--- src/design/vmsc_pkg.sv ---
/*
 * vmsc_pkg: constants and types for the voltage monitor scan control.
 * assumes a 20 MHz system clock; offsets are byte addresses on a plain
 * 8-bit register port.
 */
package vmsc_pkg;
	localparam int unsigned CLK_HZ       = 20000000; // system clock rate
	localparam int unsigned NCH          = 11;       // channels 0..10
	localparam logic [3:0]  SPECIAL_CH   = 4'h9;     // rarely scanned channel
	localparam int unsigned SPECIAL_RUN  = 1024;     // periods per special run
	localparam logic [9:0]  RUN_LAST     = 10'h3FF;  // last period in run

	// register offsets
	localparam logic [7:0] OFF_TIMING  = 8'h07;
	localparam logic [7:0] OFF_CONFIG  = 8'h08;
	localparam logic [7:0] OFF_BANK    = 8'h09;
	localparam logic [7:0] OFF_CHCFG   = 8'h0A;
	localparam logic [7:0] OFF_READING = 8'h0B;
	localparam logic [7:0] OFF_IRQ_STS = 8'h10;
	localparam logic [7:0] OFF_IRQ_MSK = 8'h11;

	// reset values
	localparam logic [7:0] RST_TIMING = 8'h00;
	localparam logic [7:0] RST_CONFIG = 8'h03;
	localparam logic [7:0] RST_BANK   = 8'h00;

	// field positions
	localparam int unsigned CFG_STBY_BIT = 0;
	localparam int unsigned CFG_XREF_BIT = 1;
	localparam int unsigned CH_EN_BIT    = 0;
	localparam int unsigned CH_EOC_BIT   = 7;
	localparam logic [4:0]  BANK_MAX     = 5'h0A;

	// settling delays in microseconds and their cycle counts
	localparam int unsigned DLY0_US = 40;
	localparam int unsigned DLY1_US = 80;
	localparam int unsigned DLY2_US = 160;
	localparam int unsigned DLY0_CYC = (DLY0_US * (CLK_HZ / 1000000));
	localparam int unsigned DLY1_CYC = (DLY1_US * (CLK_HZ / 1000000));
	localparam int unsigned DLY2_CYC = (DLY2_US * (CLK_HZ / 1000000));

	// conversion periods in milliseconds
	localparam int unsigned PER0_MS = 2000;
	localparam int unsigned PER1_MS = 1000;
	localparam int unsigned PER2_MS = 500;
	localparam int unsigned PER3_MS = 100;
	localparam int unsigned PER4_MS = 50;
	localparam int unsigned PER5_MS = 20;
	localparam int unsigned CYC_PER_MS = CLK_HZ / 1000;

	// interrupt status bits
	localparam int unsigned IRQ_EOC_BIT  = 0; // a channel finished
	localparam int unsigned IRQ_SCAN_BIT = 1; // a scan finished

	typedef enum logic [1:0] {
		VMSC_IDLE,
		VMSC_SETTLE,
		VMSC_CONVERT
	} vmsc_state_e;

	// register bus request
	typedef struct packed {
		logic [7:0] addr;
		logic [7:0] wdata;
		logic       wr;
		logic       rd;
	} vmsc_bus_s;

	// converter result
	typedef struct packed {
		logic       done;
		logic [7:0] data;
	} vmsc_result_s;
endpackage

--- src/design/vmsc_top.sv ---
/*
 * vmsc_top: scan pacing, registers and interrupt of the voltage monitor.
 * assumes a converter that takes a one-cycle start with a channel number
 * and later returns a one-cycle done with the 8-bit result.
 */
// How it works
// - settle 40/80/160 us after channel switch
// - rescan enabled channels once per period
// - channel 9 only first of 1024 periods
// - reference select output from config bit 1
// - internal reference if either requester asks
// - config bit 0 set means standby, no conversions
// - bank select 0..10 picks visible channel
// - only enabled channels join the scan
// - store result, set write-one-clear done flag
`timescale 1ns/100ps
module vmsc_top
	import vmsc_pkg::*;
#(
	parameter int unsigned PER_SCALE = CYC_PER_MS // cycles per millisecond
) (
	input  wire logic         clk,
	input  wire logic         resetn,
	input  wire vmsc_bus_s    bus,
	output logic [7:0]        rdata,
	input  wire vmsc_result_s adc_res,
	input  wire logic         tms_int_ref,
	output logic              adc_start,
	output logic [3:0]        adc_channel,
	output logic              vref_ext_sel,
	output logic              adc_ref_ext,
	output logic              irq
);

	logic [7:0]        timing_reg;   // delay and period codes
	logic [7:0]        config_reg;   // standby and reference
	logic [7:0]        bank_reg;     // visible channel
	logic [NCH-1:0]    chen_reg;     // per-channel enables
	logic [NCH-1:0]    eoc_reg;      // per-channel new-data flags
	logic [7:0]        reading_reg [NCH]; // last results
	logic [1:0]        ists_reg;     // sticky interrupt status
	logic [1:0]        imsk_reg;     // interrupt mask
	vmsc_state_e       state_reg;
	logic [3:0]        ch_reg;       // channel being handled
	logic [31:0]       per_cnt_reg;  // period timer
	logic [15:0]       dly_cnt_reg;  // settle timer
	logic [9:0]        run_cnt_reg;  // period index within run
	logic              scan_req_reg; // a period elapsed, scan pending
	logic              first_reg;    // scan belongs to first of run
	logic [1:0]        ev_set;       // events this cycle

	// turn a period code into cycles; reserved codes act as the longest
	function automatic logic [31:0] period_cycles(input logic [2:0] code);
		unique case (code)
			3'h1:    period_cycles = 32'(PER1_MS * PER_SCALE);
			3'h2:    period_cycles = 32'(PER2_MS * PER_SCALE);
			3'h3:    period_cycles = 32'(PER3_MS * PER_SCALE);
			3'h4:    period_cycles = 32'(PER4_MS * PER_SCALE);
			3'h5:    period_cycles = 32'(PER5_MS * PER_SCALE);
			default: period_cycles = 32'(PER0_MS * PER_SCALE);
		endcase
	endfunction

	// settle delay code to cycles; reserved codes use the longest delay
	function automatic logic [15:0] delay_cycles(input logic [2:0] code);
		unique case (code)
			3'h0:    delay_cycles = 16'(DLY0_CYC);
			3'h1:    delay_cycles = 16'(DLY1_CYC);
			default: delay_cycles = 16'(DLY2_CYC);
		endcase
	endfunction

	// is a channel part of this scan
	function automatic logic in_scan(input logic [3:0] c,
	                                 input logic [NCH-1:0] en,
	                                 input logic first);
		in_scan = en[c] && ((c != SPECIAL_CH) || first);
	endfunction

	// next scanned channel at or above c, NCH if none
	function automatic logic [3:0] next_ch(input logic [3:0] c,
	                                       input logic [NCH-1:0] en,
	                                       input logic first);
		next_ch = 4'(NCH);
		for (int i = NCH - 1; i >= 0; i--) begin
			if (4'(i) >= c && in_scan(4'(i), en, first)) begin
				next_ch = 4'(i); // lowest wins, ascending
			end
		end
	endfunction

	wire standby = config_reg[CFG_STBY_BIT];
	wire [3:0] sel_ch = bank_reg[3:0];
	wire bank_ok = (bank_reg[4:0] <= BANK_MAX);

	// software registers; reserved bits forced to zero
	always_ff @(posedge clk or negedge resetn) begin
		if (!resetn) begin
			timing_reg <= RST_TIMING;
			config_reg <= RST_CONFIG;
			bank_reg   <= RST_BANK;
			imsk_reg   <= 2'h0;
		end else if (bus.wr) begin
			unique case (bus.addr)
				OFF_TIMING:  timing_reg <= {2'h0, bus.wdata[5:0]};
				OFF_CONFIG:  config_reg <= {6'h00, bus.wdata[1:0]};
				OFF_BANK:    bank_reg <= {3'h0, bus.wdata[4:0]};
				OFF_IRQ_MSK: imsk_reg <= bus.wdata[1:0];
				default: ;
			endcase
		end
	end

	// channel enables, written through the bank window
	always_ff @(posedge clk or negedge resetn) begin
		if (!resetn) begin
			chen_reg <= '0;
		end else if (bus.wr && bus.addr == OFF_CHCFG && bank_ok) begin
			chen_reg[sel_ch] <= bus.wdata[CH_EN_BIT];
		end
	end

	// results and end-of-conversion flags; a new result beats the clear
	always_ff @(posedge clk or negedge resetn) begin
		if (!resetn) begin
			eoc_reg <= '0;
			for (int i = 0; i < NCH; i++) begin
				reading_reg[i] <= 8'h00;
			end
		end else begin
			if (bus.wr && bus.addr == OFF_CHCFG && bank_ok
			    && bus.wdata[CH_EOC_BIT]) begin
				eoc_reg[sel_ch] <= 1'b0; // write one clears
			end
			if (state_reg == VMSC_CONVERT && adc_res.done) begin
				reading_reg[ch_reg] <= adc_res.data;
				eoc_reg[ch_reg]     <= 1'b1; // set wins
			end
		end
	end

	// read data, one cycle after the strobe
	always_ff @(posedge clk or negedge resetn) begin
		if (!resetn) begin
			rdata <= 8'h00;
		end else if (bus.rd) begin
			unique case (bus.addr)
				OFF_TIMING:  rdata <= timing_reg;
				OFF_CONFIG:  rdata <= config_reg;
				OFF_BANK:    rdata <= bank_reg;
				OFF_CHCFG:   rdata <= bank_ok ? {eoc_reg[sel_ch], 6'h00,
				                        chen_reg[sel_ch]} : 8'h00;
				OFF_READING: rdata <= bank_ok ? reading_reg[sel_ch] : 8'h00;
				OFF_IRQ_STS: rdata <= {6'h00, ists_reg};
				OFF_IRQ_MSK: rdata <= {6'h00, imsk_reg};
				default:     rdata <= 8'h00; // unmapped reads zero
			endcase
		end else begin
			rdata <= 8'h00;
		end
	end

	// period timer counts periods only outside standby, which holds it at zero
	always_ff @(posedge clk or negedge resetn) begin
		if (!resetn) begin
			per_cnt_reg  <= 32'h0;
			run_cnt_reg  <= 10'h000;
			scan_req_reg <= 1'b0;
			first_reg    <= 1'b1;
		end else if (standby) begin
			per_cnt_reg  <= 32'h0; // standby halts pacing
			scan_req_reg <= 1'b0;
		end else if (per_cnt_reg == 32'h0) begin
			// start of a period: request a scan
			per_cnt_reg  <= period_cycles(timing_reg[2:0]) - 32'h1;
			scan_req_reg <= 1'b1;
			first_reg    <= (run_cnt_reg == 10'h000);
			run_cnt_reg  <= (run_cnt_reg == RUN_LAST) ? 10'h000
			                : run_cnt_reg + 10'h001;
		end else begin
			per_cnt_reg <= per_cnt_reg - 32'h1;
			if (state_reg == VMSC_IDLE) begin
				scan_req_reg <= 1'b0; // taken by the sequencer
			end
		end
	end

	// scan sequencer: settle then convert each enabled channel, channel 9 only in the first period of a run
	always_ff @(posedge clk or negedge resetn) begin
		if (!resetn) begin
			state_reg   <= VMSC_IDLE;
			ch_reg      <= 4'h0;
			dly_cnt_reg <= 16'h0;
			adc_start   <= 1'b0;
			adc_channel <= 4'h0;
		end else begin
			adc_start <= 1'b0;
			unique case (state_reg)
				VMSC_IDLE: begin
					if (scan_req_reg && !standby
					    && next_ch(4'h0, chen_reg, first_reg) != 4'(NCH)) begin
						ch_reg      <= next_ch(4'h0, chen_reg, first_reg);
						adc_channel <= next_ch(4'h0, chen_reg, first_reg);
						dly_cnt_reg <= delay_cycles(timing_reg[5:3]);
						state_reg   <= VMSC_SETTLE;
					end
				end
				VMSC_SETTLE: begin
					if (standby) begin
						state_reg <= VMSC_IDLE;
					end else if (dly_cnt_reg == 16'h1) begin
						adc_start <= 1'b1; // one conversion
						state_reg <= VMSC_CONVERT;
					end else begin
						dly_cnt_reg <= dly_cnt_reg - 16'h1;
					end
				end
				VMSC_CONVERT: begin
					if (adc_res.done) begin
						if (!standby && next_ch(ch_reg + 4'h1, chen_reg,
						    first_reg) != 4'(NCH)) begin
							ch_reg      <= next_ch(ch_reg + 4'h1, chen_reg,
							                       first_reg);
							adc_channel <= next_ch(ch_reg + 4'h1, chen_reg,
							                       first_reg);
							dly_cnt_reg <= delay_cycles(timing_reg[5:3]);
							state_reg   <= VMSC_SETTLE;
						end else begin
							state_reg <= VMSC_IDLE;
						end
					end
				end
			endcase
		end
	end

	// events: a channel result, and the end of a scan
	always_comb begin
		ev_set = 2'h0;
		ev_set[IRQ_EOC_BIT] = (state_reg == VMSC_CONVERT) && adc_res.done;
		ev_set[IRQ_SCAN_BIT] = ev_set[IRQ_EOC_BIT]
		    && next_ch(ch_reg + 4'h1, chen_reg, first_reg) == 4'(NCH);
	end

	// sticky status cleared by reading it; a new event survives the read
	always_ff @(posedge clk or negedge resetn) begin
		if (!resetn) begin
			ists_reg <= 2'h0;
			irq      <= 1'b0;
		end else begin
			if (bus.rd && bus.addr == OFF_IRQ_STS) begin
				ists_reg <= ev_set;
			end else begin
				ists_reg <= ists_reg | ev_set;
			end
			irq <= |(ists_reg & imsk_reg);
		end
	end

	// reference selection; adc_ref_ext goes internal if either side asks, vref_ext_sel follows config only
	always_ff @(posedge clk or negedge resetn) begin
		if (!resetn) begin
			vref_ext_sel <= 1'b1;
			adc_ref_ext  <= 1'b1;
		end else begin
			vref_ext_sel <= config_reg[CFG_XREF_BIT];
			adc_ref_ext  <= config_reg[CFG_XREF_BIT] && !tms_int_ref;
		end
	end

	// no start within 8 cycles of entering settle
	settle_before_start_a: assert property (
		@(posedge clk) disable iff (!resetn)
		$rose(state_reg == VMSC_SETTLE) |-> !adc_start [*8])
		else $error("start came before settle time");

	standby_no_start_a: assert property (
		@(posedge clk) disable iff (!resetn)
		$past(standby) && standby |-> !adc_start)
		else $error("conversion started in standby");

	ref_follows_cfg_a: assert property (
		@(posedge clk) disable iff (!resetn)
		##1 vref_ext_sel == $past(config_reg[CFG_XREF_BIT]))
		else $error("reference select does not follow config");

	ref_internal_a: assert property (
		@(posedge clk) disable iff (!resetn)
		tms_int_ref |=> !adc_ref_ext)
		else $error("internal reference not used");

	reserved_zero_a: assert property (
		@(posedge clk) disable iff (!resetn)
		timing_reg[7:6] == 2'h0 && config_reg[7:2] == 6'h00
		&& bank_reg[7:5] == 3'h0)
		else $error("reserved bits set");

	enabled_only_a: assert property (
		@(posedge clk) disable iff (!resetn)
		adc_start |-> chen_reg[adc_channel]
		|| $past(chen_reg[adc_channel], 2))
		else $error("disabled channel converted");

	special_first_a: assert property (
		@(posedge clk) disable iff (!resetn)
		adc_start && adc_channel == SPECIAL_CH |-> first_reg)
		else $error("special channel outside first period");

	eoc_set_a: assert property (
		@(posedge clk) disable iff (!resetn)
		state_reg == VMSC_CONVERT && adc_res.done
		|=> eoc_reg[$past(ch_reg)]
		&& reading_reg[$past(ch_reg)] == $past(adc_res.data))
		else $error("result not stored");

	bank_range_a: assert property (
		@(posedge clk) disable iff (!resetn)
		bus.wr && bus.addr == OFF_BANK
		|=> bank_reg[4:0] == $past(bus.wdata[4:0]))
		else $error("bank select not taken");

	ascending_a: assert property (
		@(posedge clk) disable iff (!resetn)
		adc_res.done && state_reg == VMSC_CONVERT
		&& state_reg == $past(state_reg)
		##1 state_reg == VMSC_SETTLE |-> ch_reg > $past(ch_reg))
		else $error("channel order not ascending");

	period_scan_a: assert property (
		@(posedge clk) disable iff (!resetn)
		!standby && per_cnt_reg == 32'h0 && !$past(standby)
		|=> scan_req_reg)
		else $error("period did not request scan");
endmodule

--- config.mk ---
export PLATFORM = sky130hd
export DESIGN_NAME = vmsc_top
export DESIGN_NICKNAME = d
export VERILOG_FILES = /design/src/design/vmsc_pkg.sv /design/src/design/vmsc_top.sv
export SDC_FILE = /design/constraint.sdc
export NUM_CORES = 1
export LEC_CHECK = 0
export BUFFER_PORTS_ARGS = -buffer_cell sky130_fd_sc_hd__buf_4
export CORE_MARGIN = 2
export CORE_UTILIZATION = 62
export DETAILED_ROUTE_END_ITERATION = 6
export GPL_ROUTABILITY_DRIVEN = 0
export PLACE_DENSITY = 0.83
export SLEW_MARGIN = 20
export SYNTH_ARGS = -nofsm -noshare
export SYNTH_HDL_FRONTEND = slang
export SYNTH_SLANG_ARGS = --single-unit
export TNS_END_PERCENT = 1
--- constraint.sdc ---
create_clock -name clk -period 3.29 [get_ports clk]
set_clock_uncertainty 0.05 [all_clocks]
set_input_delay 0.8225 -clock clk [delete_from_list [all_inputs] [get_ports clk]]
set_output_delay 0.8225 -clock clk [all_outputs]
set_load 0.005 [all_outputs]
==> impl_summary.txt, run 1 <==
----------------------------------------------------
[Detailed routing]
  Remaining number of nets flagged by the antenna check after routing ... 0
  Number of vias per cell after detailed routing ... 6.43
  Detailed-route wire length per cell ... between 15 and 20 um
  Drt initial violations ... 476
  Number of vias in the routed layout ... 8279
  Final wirelength ... 25.4 mm
  Number of iterations in the first detailed-routing pass ... 5
  Remaining DRCs ... 0

[STA]
  Final hold violations ... 0
  Slew at the pin with the worst max-slew slack ... 732 ps
  Setup-failing EPs final ... 0
  F_max ... roughly 0.32 GHz
  RSZ-0062 raised after global routing ... no
  Hold slack final ... a little under 200 ps
  Min cycle time layout ... 3130 ps
  Total Neg Setup Slack ... 0 ps
  Max-Slew Margin vs Limit ... 0.511
  Fin crit share ... 0.950
  Final max-slew violation count ... 0

[Synth]
  Sequential fraction of the synthesis area ... 0.474
  Flip-flop and latch count after synthesis ... between 200 and 250
  Net count after synthesis ... approximately 1000
  Share of flip-flops with an asynchronous set or reset after synthesis ... 1.00
  Synth Instances ... 992
  Count of warnings emitted by yosys ... 0
  Summed instance area of the synthesized netlist ... 10800 um^2
  Most used flip-flop cell after synthesis ... dfrtp_1
  Unique masters post-synth ... 83
  Number of enable flip-flop cells after synthesis ... 0
  Syn_area_per_cell ... 10.9 um^2

[Final layout]
  Flip-flop count of the largest register after layout ... between 80 and 90
  Top library cells by usage in the layout, fill and taps aside ... dfrtp_1, mux2_2, nor2_1
  Most common library cell in the layout ignoring fill and taps ... dfrtp_1
  Final Core Density ... 0.714
  Fraction of layout cells with a size suffix above 1 ... 0.280
  Layout Area Growth over Synthesis ... 13.1%
  Number of non-filler instances in the completed layout ... 1287
  Post-layout nets ... 1089
  ANT cells ... 0

[Pwr]
  Clock network power share ... 0.341
  Lkg Pwr ... 5.56 nW
  Switching share of power ... 0.313
  Part of the power in registers ... 0.425
  Comb power frac ... 0.234
  Cell internal power dissipation ... slightly below 5 mW
  Switching power of the nets ... 2.23 mW
  Pwr per Cell Area ... 580 nW/um^2
  IR drop worst, VDD ... 479 uV

[Critical path]
  Worst Path Arrival ... 3470 ps
  Kind of capture point of the worst setup path ... register
  Crit Path Max Fanout ... 28
  Setup Crit Path Kind ... reg2reg
  Data required time at the worst endpoint ... around 3600 ps
  Worst Setup Start Kind ... register

[Die]
  DIE AREA ... 18600 um^2
  Floorplan die height ... 136 um
  Area of the core ... 17200 um^2
  Count of standard-cell rows ... 48
  Width of the die ... 136 um
  Top-level I/O count ... between 40 and 50
  Initial Utilization ... 0.631

[Clocking]
  Buffer depth of the longest clock path ... 3
  Clock root buffer ... clkbuf_16
  TritonCTS buffer count ... 23
  Clock H-tree levels ... 1
  Clock tree from TritonCTS ... built
  Clock slew seen by the registers of the worst setup and hold paths ... around 60 ps
  Clock insertion delay at the later pin of the skew report ... roughly 520 ps
  Clock sink count ... about 210

[Placement]
  Cell Count Post-Placement ... between 1000 and 1500
  Port-buffer cells ... 44
  Dpl hpwl ... 17.2 mm

[GRT]
  Total global routing track utilization ... 0.279
  Initial antenna violation count ... 0
  Residual overflow from global routing ... 0
  Global-route wire length before repair ... around 41 mm
  Pin count of the biggest net entering global routing ... 63
  Via count of the first global-routing pass ... between 8000 and 9000

[Flow run]
  Number of max-capacitance violations reported ... 0

[Status]
  Outcome ... finished, final reports clean

[Min path]
  Class of the tightest hold or removal check ... in2async

----------------------------------------------------
-- per-stage QoR --
step                      instance area [um^2]  power [mW]  setup slack [ps]
final                                    12300        7.11               164
after floorplan                          10800        4.23               423
after global placement                   11500        4.63               101
after detailed placement                 11500        4.71              50.4
after CTS                                12300        7.14              75.7
after global routing                     12300        7.45             0.358
-- area by class of cell --
type                    count  area (um^2)
multi-input cells         706         5370
flip-flops and latches    205         5140
fillers                  1217         4910
clock buffers              36          674
repair buffers             82          659
well taps                 225          282
inverters                  28          105
clock inverters             5         36.3
-- layer usage --
| layer | global-route usage | wire length (um) | up-vias |
|---|---|---|---|
| li1 | - | - | 3757 |
| met1 | 0.353 | 10300 | 4150 |
| met2 | 0.481 | 12800 | 300 |
| met3 | 0.0485 | 1410 | 72 |
| met4 | 0.106 | 837 | 0 |
| met5 | 0 | 0 | - |
-- critical path: stages, from the launching register on --
cell and delay (ps):
dfrtp_1 420, ha_1 350, nand2b_1 250, a22o_1 280
o21ba_2 200, o32ai_1 370, buf_4 190, a21oi_1 80
o21ai_2 200, buf_12 200, nor4_2 90, a221o_1 320
-- Yosys cell counts (8+ instances only) --
master | count | area share
nor2b_1 | 9 | 0.0052
nor3_1 | 40 | 0.018
ha_1 | 13 | 0.015
or3_1 | 10 | 0.0058
mux2i_1 | 12 | 0.011
and3_1 | 9 | 0.0052
nand2b_1 | 15 | 0.0087
mux2_2 | 121 | 0.13
nand4_1 | 9 | 0.0052
dfrtp_1 | 200 | 0.46
nand3b_1 | 9 | 0.0062
nand2_1 | 73 | 0.025
o21ai_0 | 56 | 0.026
clkbuf_1 | 38 | 0.013
xor2_1 | 9 | 0.0073
nor4_1 | 10 | 0.0058
o31ai_1 | 8 | 0.0055
or4_1 | 8 | 0.0055
nand3_1 | 22 | 0.010
a211oi_1 | 14 | 0.0097
xnor2_1 | 15 | 0.012
nor2_1 | 81 | 0.028
a21oi_1 | 34 | 0.016
mux4_2 | 20 | 0.042
inv_1 | 28 | 0.0097
-- power by group through the flow --
stage	Combinational, mW	Sequential, mW	Clock, mW
final	1.67	3.02	2.42
after global routing	1.83	3.05	2.57
after CTS	1.66	3.01	2.46
after detailed placement	1.65	3.06	0
after global placement	1.59	3.04	0
after floorplan	1.23	3.00	0
-- path summary, 6_finish.rpt --
path / startpoint / depth (start not counted) / to / slack (ps)
setup / recovery: ch_reg[1] / 11 / dly_cnt_reg[6] / 160
hold / removal: resetn / 1 / run_cnt_reg[3] / 190
setup reg to reg: ch_reg[1] / 11 / dly_cnt_reg[6] / 160
hold reg to reg: config_reg[1] / 0 / vref_ext_sel / 340
max in group asynchronous: resetn / 2 / config_reg[0] / 2270
min in group clk: config_reg[1] / 0 / vref_ext_sel / 340
-- cells by family after synthesis --
family / synth area share
DFF: 0.474
buffers and inverters: 0.0326
muxes: 0.178
adders and majority gates: 0.0150
AOI/OAI and AO/OA: 0.114
xor gates and xnor gates: 0.0224
and+or+nand+nor: 0.165
-- what timing repair did --
| action | 4_1_cts | 5_1_grt |
|---|---|---|
| gates resized for setup | 1 | 2 |
| hold buffers | 0 | 0 |
| endpoints found under the hold margin | 0 | 0 |
| pin swaps | 0 | 0 |
| setup buffers | 0 | 0 |
| setup endpoints to repair | 1 | 5 |
(Power assumes the default switching activity.)
==> inputs of run 2 (changes only) <==
- CELL_PAD_IN_SITES_DETAIL_PLACEMENT: default -> 0
- CELL_PAD_IN_SITES_GLOBAL_PLACEMENT: default -> 1
- CORE_UTILIZATION: 62 -> 50
==> run 2 against run 1 <==
  * Worst setup slack gained 7.0 ps
  * Routed wire length grew 1.4%
  * Critical path depth grew 2
  * Combinational power is essentially flat
  * Sequential share of layout area shrank 0.65 points
  * Clock-buffer cell count shrank 4
  * Via count shrank 3.9%
  * Design area grew 1.6%
  * Largest power group unchanged
==> impl_summary.txt, run 2 (same netlist as run 1, synthesis figures left out) <==
----------------------------------------------------
[Status]
  Outcome ... finished, final reports clean

[Critical path]
  Number of cells on the worst reg-to-reg path ... 13 (+2)
  Worst Setup Start Kind ... register
  Crit Path Max Fanout ... 27 (-3.6%)
  Last element of the critical path ... dly_cnt_reg[6]
  Worst Path Arrival ... 3470 ps (about the same)
  Worst flop-to-flop path startpoint ... ch_reg[1]
  Setup Crit Path Kind ... reg2reg
  Kind of capture point of the worst setup path ... register
  Setup slack of the most critical reg-to-reg path ... 170 ps (about the same)
  Data required time at the worst endpoint ... 3640 ps (about the same)
  R2r endpoint ... dly_cnt_reg[6]
  Worst setup path startpoint ... ch_reg[1]

[Clocking]
  Clock tree from TritonCTS ... built
  Clock root buffer ... clkbuf_16
  Number of hold buffers added after cts ... 0 (unchanged)
  Post-CTS repair timing setup buffer count ... 0 (unchanged)
  Buffer depth of the longest clock path ... 3 (unchanged)
  Clock sink count ... 205 (unchanged)
  Clock slew seen by the registers of the worst setup and hold paths ... 60 ps (about the same)
  TritonCTS buffer count ... 24 (+4.3%)
  Clock H-tree levels ... 1 (unchanged)
  Clock insertion delay at the later pin of the skew report ... 510 ps (about the same)

[STA]
  Slew at the pin with the worst max-slew slack ... 651 ps (-81.3 ps)
  F_max ... 0.321 GHz (+0.22%)
  Final max-slew violation count ... 0 (unchanged)
  Total Neg Setup Slack ... 0 ps (unchanged)
  Min cycle time layout ... 3120 ps (-7.01 ps)
  Post-route worst setup slack ... 171 ps (+7.01 ps)
  Max-Slew Margin vs Limit ... 0.566 (+0.0552)
  Setup-failing EPs final ... 0 (unchanged)
  Fin crit share ... 0.948 (-0.00213)
  Final hold violations ... 0 (unchanged)

[Detailed routing]
  Drt initial violations ... 422 (-11%)
  Number of vias in the routed layout ... 7953 (-3.9%)
  Number of iterations in the first detailed-routing pass ... 5 (unchanged)
  Detailed-route wire length per cell ... 19.1 um (-3.0%)
  Remaining number of nets flagged by the antenna check after routing ... 0 (unchanged)
  Number of vias per cell after detailed routing ... 5.91 (-8.1%)
  Final wirelength ... 25.7 mm (+1.4%)
  Remaining DRCs ... 0 (unchanged)

[Pwr]
  Switching power of the nets ... 2.25 mW (+1.1%)
  Clock network power share ... 0.363 (+0.022)
  IR drop worst, VDD ... 467 uV (-2.6%)
  Cell internal power dissipation ... 5.10 mW (+4.4%)
  Comb power frac ... 0.227 (-0.007)
  Pwr per Cell Area ... 590 nW/um^2 (+1.7%)
  Part of the power in registers ... 0.410 (-0.015)
  Total Power Consumption ... 7.35 mW (+3.4%)
  Lkg Pwr ... 5.62 nW (+1.1%)
  Switching share of power ... 0.307 (-0.00677)

[Die]
  Area of the core ... 21200 um^2 (+23%)
  Floorplan die height ... 151 um (+11%)
  Width of the die ... 151 um (+11%)
  Top-level I/O count ... 46 (unchanged)
  DIE AREA ... 22900 um^2 (+23%)
  Initial Utilization ... 0.513 (-0.119)
  Count of standard-cell rows ... 53 (+10%)

[Final layout]
  Post-layout nets ... 1095 (+0.55%)
  Register area ... 5140 um^2 (unchanged)
  Most common library cell in the layout ignoring fill and taps ... dfrtp_1
  Fill cell total of the finished layout ... 1761 (+45%)
  Top library cells by usage in the layout, fill and taps aside ... dfrtp_1, mux2_2, buf_4
  Final Core Density ... 0.589 (-0.125)
  Fraction of layout cells with a size suffix above 1 ... 0.289 (+0.00939)
  Area occupied by multi-input gates ... 5370 um^2 (about the same)
  Flip-flop count of the largest register after layout ... 88 (unchanged)
  Layout Area Growth over Synthesis ... 14.9%
  Post-layout instance area ... 12500 um^2 (+1.6%)

[GRT]
  Initial antenna violation count ... 1 (+1)
  Total global routing track utilization ... 0.232 (-0.0476)
  Global-route wire length before repair ... 42.0 mm (+1.5%)
  Pin count of the biggest net entering global routing ... 75 (+19%)
  Via count of the first global-routing pass ... 7806 (-6.8%)
  Residual overflow from global routing ... 0 (unchanged)

[Placement]
  Dpl hpwl ... 17.3 mm (+0.63%)
  Post-DP Area ... 11700 um^2 (+0.98%)
  Port-buffer cells ... 44 (unchanged)
  Worst setup slack before clock tree synthesis ... 174 ps (+123 ps)

[Flow run]
  Number of max-capacitance violations reported ... 0 (unchanged)

[Min path]
  Class of the tightest hold or removal check ... in2async

----------------------------------------------------
==> run 2: timing repair <==
item                       4_1_cts  5_1_grt
gates resized for setup          0        3
setup endpoints to repair        0       16
hold endpoints to repair         0        0
==> run 2: through the flow <==
step,std cells,hold WS [ps]
after global placement,1301,332
after floorplan,992,312
after CTS,1344,315
final,1345,299
after global routing,1344,349
after detailed placement,1301,334
==> run 2: power by group through the flow <==
stage	Clock, mW	Sequential (mW)	Combinational, mW
after floorplan	0	3.00	1.23
after global placement	0	3.04	1.65
after detailed placement	0	3.05	1.67
after CTS	2.72	3.01	1.68
after global routing	2.84	3.06	1.87
final	2.67	3.01	1.67
==> run 2: worst min path at each step <==
| stage | start | to | slack [ps] |
|---|---|---|---|
| after detailed placement | config_reg[1] | vref_ext_sel | 330 |
| final | resetn | per_cnt_reg[30] | 300 |
| after floorplan | config_reg[1] | vref_ext_sel | 310 |
| after global placement | config_reg[1] | vref_ext_sel | 330 |
| after CTS | resetn | imsk_reg[1] | 310 |
| after global routing | resetn | per_cnt_reg[4] | 350 |
==> run 2: layer usage <==
layer	vias to the layer above	track usage	routed length, um
met3	38	0.0319	1160
met2	171	0.379	12400
met1	3976	0.328	11600
met4	0	0.0570	585
met5	-	0	0
li1	3768	-	-
==> run 2: layout make-up <==
type,instances,area share
multi-input combinational,706,0.431
sequential,205,0.412
timing repair buffer,87,0.0569
clock buffer,32,0.0547
tap,275,0.0276
clock inverter,11,0.00884
inverter,28,0.00843
antenna,1,0.000201
==> run 2: critical path: stages (launching register included) <==
cell and delay, ps:
dfrtp_1 430, inv_1 100, ha_1 320, buf_4 140, a21oi_1 60, o221ai_1 210
o311a_1 240, o32ai_2 90, buf_4 150, a21oi_1 230, o21ai_2 150, buf_12 180
nand2b_2 260, a221o_1 380
